## config.mk

```make
export PLATFORM = sky130hd
export DESIGN_NAME = dpsem_ctrl
export DESIGN_NICKNAME = d
export VERILOG_FILES = /design/src/dpsem_pkg.sv /design/src/dpsem_ctrl.sv
export SDC_FILE = /design/constraint.sdc
export NUM_CORES = 1
export LEC_CHECK = 0
export BUFFER_PORTS_ARGS = -buffer_cell sky130_fd_sc_hd__buf_4
export CAP_MARGIN = 20
export CORE_MARGIN = 5
export CORE_UTILIZATION = 40
export CTS_BUF_LIST = sky130_fd_sc_hd__clkbuf_16
export DETAILED_ROUTE_END_ITERATION = 16
export PLACE_DENSITY = 0.65
export SLEW_MARGIN = 20
export SYNTH_ARGS = -nofsm -noshare
export SYNTH_HDL_FRONTEND = slang
export SYNTH_SLANG_ARGS = --single-unit
```

## constraint.sdc

```tcl
create_clock -name clk -period 5 [get_ports clk]
set_input_delay 1 -clock clk [delete_from_list [all_inputs] [get_ports clk]]
set_output_delay 1 -clock clk [all_outputs]
set_load 0.01 [all_outputs]
```

## src/dpsem_pkg.sv

```systemverilog
// Purpose: constants for the semaphore port controller
// Assumes: one 50 MHz clock, device pins driven from flip-flops
// Notes: times are pin phase lengths, access given in ns and rounded up to cycles
package dpsem_pkg;
    localparam int DPSEM_CLK_MHZ = 50;
    localparam int DPSEM_ACCESS_NS = 55;
    localparam int DPSEM_ACCESS_CYC =
        (DPSEM_ACCESS_NS * DPSEM_CLK_MHZ + 999) / 1000;
    localparam int DPSEM_DATA_W = 16;
    localparam int DPSEM_ADDR_W = 12;
    localparam int DPSEM_FLAG_W = 3;
    localparam int DPSEM_FLAGS = 8;
    localparam int DPSEM_SYNC_CYC = 3;
    localparam logic [3:0] DPSEM_CNT_RST = 4'h0;
    localparam logic [DPSEM_DATA_W-1:0] DPSEM_DATA_RST = 16'h0000;
    localparam logic [DPSEM_ADDR_W-1:0] DPSEM_ADDR_RST = 12'h000;
    localparam logic [DPSEM_FLAG_W-1:0] DPSEM_IDX_RST = 3'h0;
    typedef enum logic [2:0] {
        DPSEM_CMD_CLAIM,
        DPSEM_CMD_RELEASE,
        DPSEM_CMD_POLL,
        DPSEM_CMD_INIT
    } dpsem_cmd_t;
endpackage

```

## src/dpsem_ctrl.sv

```systemverilog
// Purpose: host controller driving one port's semaphore pins
// Assumes: device is asynchronous; read data sampled through 3 flops
// Notes: claim is write zero then read back, never read then write
// Notes: a failed claim stays pending until polled or released
//
// Overview of operation
// - a zero written requests a token and a one written returns it.
// - a polling host drops select or output enable between reads.
// - a claim writes zero first and then reads, owning only on zero.
// - after a failed claim the host polls or writes one to withdraw.
// - at start both sides write one to all eight flags.
// - the memory array select stays high during semaphore access.
`timescale 1ns/100ps
`default_nettype none
module dpsem_ctrl
    import dpsem_pkg::*;
#(
    parameter int ACCESS_CYC = DPSEM_ACCESS_CYC
) (
    // clock and reset
    input wire logic clk,
    input wire logic reset,
    input wire logic clk_en,
    // command side
    input wire logic cmd_valid,
    input wire dpsem_cmd_t cmd_op,
    input wire logic [DPSEM_FLAG_W-1:0] cmd_flag,
    output logic cmd_ready,
    output logic done,
    output logic owned,
    output logic init_done,
    // device pins
    output logic mem_select_n,
    output logic semaphore_select_n,
    output logic out_enable_n,
    output logic write_n,
    output logic [DPSEM_ADDR_W-1:0] addr,
    output logic [DPSEM_DATA_W-1:0] data_out,
    output logic data_oe,
    input wire logic [DPSEM_DATA_W-1:0] data_in
);
    typedef enum logic [2:0] {
        ST_IDLE, ST_WRITE, ST_GAP, ST_READ, ST_DONE
    } dpsem_state_t;

    dpsem_state_t state_q;
    dpsem_cmd_t op_q;
    logic [DPSEM_FLAG_W-1:0] idx_q;
    logic [3:0] cnt_q;
    logic wr_val_q;
    logic read_phase_q;
    logic rd_bit_q;
    logic [DPSEM_DATA_W-1:0] s1_q, s2_q, s3_q;
    logic cnt_end;

    // write strobe lifts a cycle before select so data outlasts it
    assign cnt_end = (cnt_q == 4'(ACCESS_CYC - 1));

    // three-flop sampling of device read data
    always_ff @(posedge clk or posedge reset) begin
        if (reset) begin
            s1_q <= DPSEM_DATA_RST;
            s2_q <= DPSEM_DATA_RST;
            s3_q <= DPSEM_DATA_RST;
        end else if (clk_en) begin
            s1_q <= data_in;
            s2_q <= s1_q;
            s3_q <= s2_q;
        end
    end

    // sequencer
    always_ff @(posedge clk or posedge reset) begin
        if (reset) begin
            state_q <= ST_IDLE;
            op_q <= DPSEM_CMD_POLL;
            idx_q <= DPSEM_IDX_RST;
            cnt_q <= DPSEM_CNT_RST;
            wr_val_q <= 1'b1;
            cmd_ready <= 1'b0;
            done <= 1'b0;
            owned <= 1'b0;
        end else if (clk_en) begin
            done <= 1'b0;
            unique case (state_q)
                ST_IDLE: begin
                    cmd_ready <= 1'b1;
                    cnt_q <= DPSEM_CNT_RST;
                    if (cmd_valid && cmd_ready) begin
                        // drop on accept so a held valid is not taken twice
                        cmd_ready <= 1'b0;
                        op_q <= cmd_op;
                        idx_q <= (cmd_op == DPSEM_CMD_INIT) ?
                            DPSEM_IDX_RST : cmd_flag;
                        // zero requests, one releases
                        wr_val_q <= (cmd_op == DPSEM_CMD_CLAIM) ? 1'b0 : 1'b1;
                        // poll only reads; claim writes before reading
                        state_q <= (cmd_op == DPSEM_CMD_POLL) ?
                            ST_READ : ST_WRITE;
                    end
                end
                ST_WRITE: begin
                    cnt_q <= cnt_q + 4'h1;
                    if (cnt_end) begin
                        cnt_q <= DPSEM_CNT_RST;
                        state_q <= ST_GAP;
                    end
                end
                ST_GAP: begin
                    // select idle for a cycle so a later read recaptures
                    if (op_q == DPSEM_CMD_CLAIM) begin
                        state_q <= ST_READ;
                    end else if (op_q == DPSEM_CMD_INIT &&
                            idx_q != 3'(DPSEM_FLAGS - 1)) begin
                        // every flag written one at start
                        idx_q <= idx_q + 3'h1;
                        state_q <= ST_WRITE;
                    end else begin
                        state_q <= ST_DONE;
                    end
                end
                ST_READ: begin
                    cnt_q <= cnt_q + 4'h1;
                    // three flops plus one cycle for the agreement check
                    if (cnt_q == 4'(ACCESS_CYC + DPSEM_SYNC_CYC)) begin
                        cnt_q <= DPSEM_CNT_RST;
                        // owned only if the read returns zero
                        owned <= ~rd_bit_q;
                        state_q <= ST_DONE;
                    end
                end
                ST_DONE: begin
                    // failed claim left pending; host polls or releases
                    if (op_q == DPSEM_CMD_RELEASE) begin
                        owned <= 1'b0;
                    end
                    if (op_q == DPSEM_CMD_INIT) begin
                        owned <= 1'b0;
                    end
                    done <= 1'b1;
                    state_q <= ST_IDLE;
                end
            endcase
        end
    end

    // pins lag state by a cycle; this marks a read on the pins
    always_ff @(posedge clk or posedge reset) begin
        if (reset) begin
            read_phase_q <= 1'b0;
        end else if (clk_en) begin
            read_phase_q <= (state_q == ST_READ);
        end
    end

    // a change counts once the last two stages agree;
    // outside a read the bus value means nothing, so it is ignored
    always_ff @(posedge clk or posedge reset) begin
        if (reset) begin
            rd_bit_q <= 1'b1;
        end else if (clk_en && read_phase_q && s2_q[0] == s3_q[0]) begin
            rd_bit_q <= s3_q[0];
        end
    end

    // sticky: set by the first finished init, cleared only by reset
    always_ff @(posedge clk or posedge reset) begin
        if (reset) begin
            init_done <= 1'b0;
        end else if (clk_en && state_q == ST_DONE &&
                op_q == DPSEM_CMD_INIT) begin
            init_done <= 1'b1;
        end
    end

    // pin strobes, all registered
    // a deselect between accesses costs a cycle but forces a fresh capture
    always_ff @(posedge clk or posedge reset) begin
        if (reset) begin
            mem_select_n <= 1'b1;
            semaphore_select_n <= 1'b1;
            out_enable_n <= 1'b1;
            write_n <= 1'b1;
            data_oe <= 1'b0;
        end else if (clk_en) begin
            // array select held high for semaphore cycles
            mem_select_n <= 1'b1;
            semaphore_select_n <= ~(state_q == ST_WRITE ||
                state_q == ST_READ);
            write_n <= ~(state_q == ST_WRITE && !cnt_end);
            out_enable_n <= ~(state_q == ST_READ);
            data_oe <= (state_q == ST_WRITE);
        end
    end

    // pin address and write data, all registered
    always_ff @(posedge clk or posedge reset) begin
        if (reset) begin
            addr <= DPSEM_ADDR_RST;
            data_out <= DPSEM_DATA_RST;
        end else if (clk_en) begin
            // low address bits pick the flag, upper bits zero
            addr <= {{(DPSEM_ADDR_W-DPSEM_FLAG_W){1'b0}}, idx_q};
            // value only on bit 0, upper bits driven high
            data_out <= {{(DPSEM_DATA_W-1){1'b1}}, wr_val_q};
        end
    end
endmodule
`default_nettype wire

```

After elaboration in Yosys (flattened, before gate mapping). Cells that the tools add are included.

Bits in registers: 32. Input bits: 26. Output and inout bits: 37. Word-level logic and storage cells: 87.

Add/subtract/negate cells: 2. Equal/unequal tests: 18. Multiplexer cells: 22. Bitwise gates (word level): 4. Reduce and logical (&&, ||, !) cells: 21.

Operators by type and width (count): 3-bit two-way mux (9); 3-bit by 2-bit equality test with 1-bit output, second input constant (5); 3-bit case mux with 5 select lines (1); 4-bit case mux with 3 select lines (1); 2-bit inequality test, second input constant (5); 3-bit zero test (3); 4-bit two-way mux (2); 4-bit AND reduction (2); 1-bit logical AND (7); 3-bit by 1-bit equality test with 1-bit output, second input constant (2); 1-bit two-way mux (6); 3-bit inequality test, second input constant (2); 3-bit case mux with 2 select lines (1); 5-bit AND reduction (1); 4-bit by 1-bit adder with 4-bit output, second input constant (1); 4-bit by 2-bit equality test with 1-bit output, second input constant (1); 4-bit by 3-bit equality test with 1-bit output, second input constant (1); 1-bit inverter (4); 2-bit AND reduction (2); 2-bit nonzero test (2); 3-bit by 1-bit adder with 3-bit output, second input constant (1); 3-bit equality test, second input constant (1); 3-bit AND reduction (1); 3-bit nonzero test (1); 5 further kinds (5).

Depth between registers and ports, before layout. Gate-level depths: netlist of the first run.

Depth in word-level cells: 5. Mapped depth: 6. Mapped depth without buffers: 6.

Worst setup path before layout of the first run. Ideal clock, no wire load.

Path kind: input-to-reg. Start: in clk_en. End: reg idx_q[1]. Data arrival time: 2144 ps. Data required time: 4875 ps. Setup slack: 2731 ps. Stages on the path: 5. Buffers on the path: 1. Cells stage by stage: buf_4 nor2b_1 nand4_2 nand2_1 mux2_2.

Word-level cells in the longest chain between the ends: 1.

Ends and longest elaborated chain: start: declaration (RTL line dpsem_ctrl.sv:23) `input wire logic clk_en,`; 5-bit AND reduction (no source line); end signal: assignment (RTL line dpsem_ctrl.sv:93) `idx_q <= (cmd_op == DPSEM_CMD_INIT) ?`; end signal: assignment (RTL line dpsem_ctrl.sv:116) `idx_q <= idx_q + 3'h1;`; end: declaration (RTL line dpsem_ctrl.sv:48) `logic [DPSEM_FLAG_W-1:0] idx_q;`.

Every way passes these cells. A chain may end at the register's enable or synchronous reset.

Worst setup path in the final report of the first run.
Start: in clk_en. End: reg idx_q[2].

Same word-level chain as after synthesis.

==> reports/metrics.yaml, run 1 <==
status: "complete, no violations"
ctsRootBufferMaster: "clkbuf_16"
startpoint_type: "input port"
reg2reg_from: "idx_q[0]"
slew_headroom_pct: 65.8
start_util_pct: 41.2
syn_area_per_cell_sq_um: 10.3
drtAntennaViolNets: 0
grt_setup_unrepaired: "false"
timing.hold.ws_ns: 0.478
cts-buffers-inserted: 5
core_area_sq_mm: 0.00432
syn_area_sq_mm: 0.00178
hold_buffers: 0
drv_slew: 0
powerDensity_mw_per_mm2: 539
synth_flop_cell: "dfrtp_1"
dieArea_sq_mm: 0.00589
ctsResizeCount: 0
switching_power_mw: 0.350
rows: 24
cts.sinks: 32
gp_congestion: 0.780
yosysUniqueCellTypes: 42
tns_ns: 0
crit_arrival_ns: 2.57
yosys_warnings: 0
worst-path-max-fanout: 25
seqPwrFrac_pct: 40.6
end_kind: "flop"
r2r_end: "idx_q[2]"
leakagePower_nw: 0.982
holdCritPathClass: "flop to flop"
p_clk_share_pct: 29.2
hold_start: "init_done"
first_pass_iters: 4
port_buffers: 37
via_per_inst: 5.04
grt_max_degree: 33
vias: 1256
skew_ns: 0.00572
grt_pass1_wl_um: 5480
rrSetupSlack_ns: 3.05
chipWidth_um: 76.7
final_hold_viol_count: 0
synthCells: 173
antenna_found_initial: 0
holdPathEnd: "init_done"
first_iter_violations: 75
first_global_vias: 1192
holdPathStages: 1
ir_drop_mv: 0.206
fin_ws_ns: 2.59
maxCapViolations: 0
ys_ff_latch: 32
worstMarginPinSlew_ns: 0.513
antenna_cells: 0
layout.nets: 226
postCtsSetupBuffers: 0
wl_um: 3280
finalSetupViolCount: 0
chipHeight_um: 76.7
fmax_ghz: 0.414
power.internal_mw: 0.786
pwr-share-comb_pct: 30.3
critPathRequiredTime_ns: 5.16
n_fill_cell: 419
htree_levels: 2
synthToLayoutAreaGrowth_pct: 18.5
track_usage_pct: 11.4
switching_share_pct: 30.8
drc: 0
overflow: 0
dp_slack_ns: 2.30
dp_hpwl_um: 2420
num_io_pins: 63
drive_above_1_share_pct: 35.0
layout_commonest_cell: "buf_4"
period_minus_slack_ns: 2.41
cts_tree: "done"
crit_type: "input port to flop"
worst_skew_pair.late_latency_ns: 0.27
synth_edf_count: 0
path_clk_slew_ns: 0.05
cts.path.max_buffers: 2
reg2regPathDepth: 6
yosysSeqAreaShare_pct: 45.4
finalCritPeriodShare_pct: 48.3
final_cell_mix: "buf_4, dfrtp_1, mux2_2"
routedWlPerCell_um: 13.2
async_flop_share_pct: 100
-- sequential cells by signal, indices dropped and copies added, names as in the netlist, 2 cells and up --
signal / count
addr: 3
idx_q: 3
data_out: 2
cnt_q: 4
state_q: 3
op_q: 3
-- layer usage --
layer | global-route usage, % | part of all wire, % | vias to the layer above
li1 | - | - | 614
met1 | 14.7 | 44 | 598
met2 | 17.1 | 46 | 39
met3 | 3.16 | 7.5 | 5
met4 | 6.29 | 2.1 | 0
met5 | 0 | 0 | -
-- layout make-up --
class                      instances  area (sq um)  share of cell area (%)
clock buffer                       5           125                    5.93
clock inverter                     3          37.5                    1.78
inverter                           7          26.3                    1.25
multi-input combinational        112           762                    36.1
sequential                        32           808                    38.3
tap                               52          65.1                    3.08
timing repair buffer              38           285                    13.5
-- power by group through the flow --
stage               logic (mW)  clock network [mW]  registers (mW)
floorplan                0.246                   0           0.448
global placement         0.341                   0           0.461
detailed placement       0.347                   0           0.465
CTS                      0.351               0.341           0.461
global route             0.383               0.354           0.477
finish                   0.344               0.332           0.461
-- how the worst max path moves through the flow --
stage | from | to | cells after the start
floorplan | clk_en | idx_q[1] | 5
global placement | clk_en | idx_q[2] | 5
detailed placement | clk_en | idx_q[2] | 5
CTS | clk_en | idx_q[2] | 5
global route | clk_en | idx_q[2] | 5
finish | clk_en | idx_q[2] | 5
-- critical path, stage by stage --
cell	delay (ns)
buf_4	0.26
nor2b_1	0.45
nand4_2	0.32
nand2_1	0.19
mux2_2	0.34
-- synth_stat cells (2+ instances only) --
cell      instances  area [sq um]
dfrtp_1          26           651
buf_4            25           188
mux2_2           13           146
nand2_1          10          37.5
o21ai_0           9          45.0
nor2_1            8          30.0
inv_1             7          26.3
dfstp_2           6           158
nand2b_1          6          37.5
nand3_1           5          25.0
a21oi_1           4          20.0
a22o_1            4          35.0
clkbuf_1          4          15.0
ha_1              4          50.1
o21a_1            4          30.0
nand3b_1          3          22.5
nor2b_1           3          18.8
nor3_1            3          15.0
a31oi_1           2          12.5
conb_1            2          7.51
o22ai_1           2          12.5
o31ai_1           2          15.0
or2_2             2          12.5
-- cell families after synthesis --
group | share of synthesized area [%]
other | 0.422
buffers and inverters | 13.5
DFF | 45.4
and+or+nand+nor | 15.8
AOI/OAI and AO/OA | 12.9
xor gates and xnor gates | 0.984
muxes | 8.22
adders and majority gates | 2.81
-- per-stage QoR --
stage               cells  cell area [sq um]  utilization, %  total power [mW]
floorplan             181               1810               -             0.694
global placement      241               1950            45.0             0.802
detailed placement    241               1950            45.0             0.813
CTS                   249               2110            48.8              1.15
global route          249               2110            48.8              1.21
finish                249               2110            48.8              1.14
Note: power is estimated with default switching activity, not from simulation.
==> run 2, diff against run 1 <==
clock period = 2.27 ns   (was 5 ns; I/O delays follow)
==> reports/metrics.yaml, run 2 (synthesis results as in run 1) <==
first_iter_violations: 86
via_per_inst: 4.89
port_buffers: 37
antenna_cells: 0
vias: 1246
maxCapViolations: 0
overflow: 0
drc: 0
period_minus_slack_ns: 1.96
regMostFlops: "cnt_q"
layout_commonest_cell: "buf_4"
path_clk_slew_ns: 0.05
cts.sinks: 32
final_cell_mix: "buf_4, dfrtp_1, mux2_2"
grt_setup_unrepaired: "false"
grt_max_degree: 33
largest_reg_flops: 4
finalSetupViolCount: 0
skew_ns: 0.00508
drive_above_1_share_pct: 36.9
status: "complete, no violations"
grt_pass1_wl_um: 5920
layout.nets: 232
chipHeight_um: 76.7
cts-buffers-inserted: 5
worst_skew_pair.late_latency_ns: 0.27
n_fill_cell: 419
first_global_vias: 1227
holdCritPathClass: "input port to asynchronous set/reset pin"
ir_drop_mv: 0.363
leakagePower_nw: 1.01
crit_arrival_ns: 2.11
tns_ns: 0
r2r_end: "idx_q[2]"
powerDensity_mw_per_mm2: 1170
finalCritPeriodShare_pct: 86.2
cts.path.max_buffers: 2
timing.hold.ws_ns: 0.258
antenna_found_initial: 0
crit_type: "flop to flop"
final_hold_viol_count: 0
dp_hpwl_um: 2530
reg2regPathDepth: 6
fmax_ghz: 0.511
ctsRootBufferMaster: "clkbuf_16"
startpoint_type: "flop"
first_pass_iters: 4
gp_congestion: 0.749
htree_levels: 2
synthToLayoutAreaGrowth_pct: 21.0
worst-path-max-fanout: 4
num_io_pins: 63
rows: 24
wl_um: 3390
end_kind: "flop"
cts_tree: "done"
hold_buffers: 0
cp-endpoint: "idx_q[2]"
start_util_pct: 41.2
drtAntennaViolNets: 0
critPathRequiredTime_ns: 2.43
fin_ws_ns: 0.313
dp_slack_ns: 0.323
postCtsSetupBuffers: 0
track_usage_pct: 12.4
ctsResizeCount: 0
drv_slew: 0
chipWidth_um: 76.7
dieArea_sq_mm: 0.00589
rrSetupSlack_ns: 0.31
core_area_sq_mm: 0.00432
final_util_pct: 49.8
worstSetupStartpoint: "idx_q[0]"
reg2reg_from: "idx_q[0]"
routedWlPerCell_um: 13.3
-- run 2: final cells by class --
type                    count  area (sq um)  share of cell area, %
multi-input cells         112           762                   35.4
inverters                   7          26.3                   1.22
flip-flops and latches     32           808                   37.5
clock inverters             3          37.5                   1.74
repair buffers             44           330                   15.3
well taps                  52          65.1                   3.02
clock buffers               5           125                   5.81
-- run 2: how the worst min path moves through the flow --
stage / start / end / slack, ns / depth (start not counted)
after floorplan: cnt_q[3] / cnt_q[3] / 0.45 / 1
after global placement: init_done / init_done / 0.47 / 1
after detailed placement: init_done / init_done / 0.47 / 1
after CTS: reset / s1_q[0] / 0.28 / 3
after global routing: reset / s1_q[0] / 0.34 / 3
final: reset / s1_q[0] / 0.26 / 3
-- run 2: through the flow --
stage / instances / instance area [sq um] / total power, mW
final: 255 / 2150 / 2.53
after floorplan: 181 / 1810 / 1.53
after global placement: 247 / 1990 / 1.79
after global routing: 255 / 2150 / 2.73
after CTS: 255 / 2150 / 2.57
after detailed placement: 247 / 1990 / 1.81
-- run 2: critical path: stages, from the launching register on --
cell and delay (ns):
dfrtp_1 0.41, ha_1 0.22, ha_1 0.18, nand2b_1 0.13
or4_4 0.43, nand2_1 0.12, mux2_2 0.34
-- run 2: power by group --
part / leakage (nW) / switching [mW] / internal (mW) / total [mW]
logic: 0.554 / 0.384 / 0.430 / 0.814
registers: 0.379 / 0.169 / 0.810 / 0.979
clock network: 0.0789 / 0.230 / 0.509 / 0.739
-- run 2: routing by layer --
metal / track usage [%] / up-vias / part of all wire, %
li1: - / 631 / -
met2: 18.7 / 32 / 47
met4: 5.77 / 0 / 1.1
met1: 16.2 / 580 / 46
met3: 3.98 / 3 / 6.3
met5: 0 / - / 0
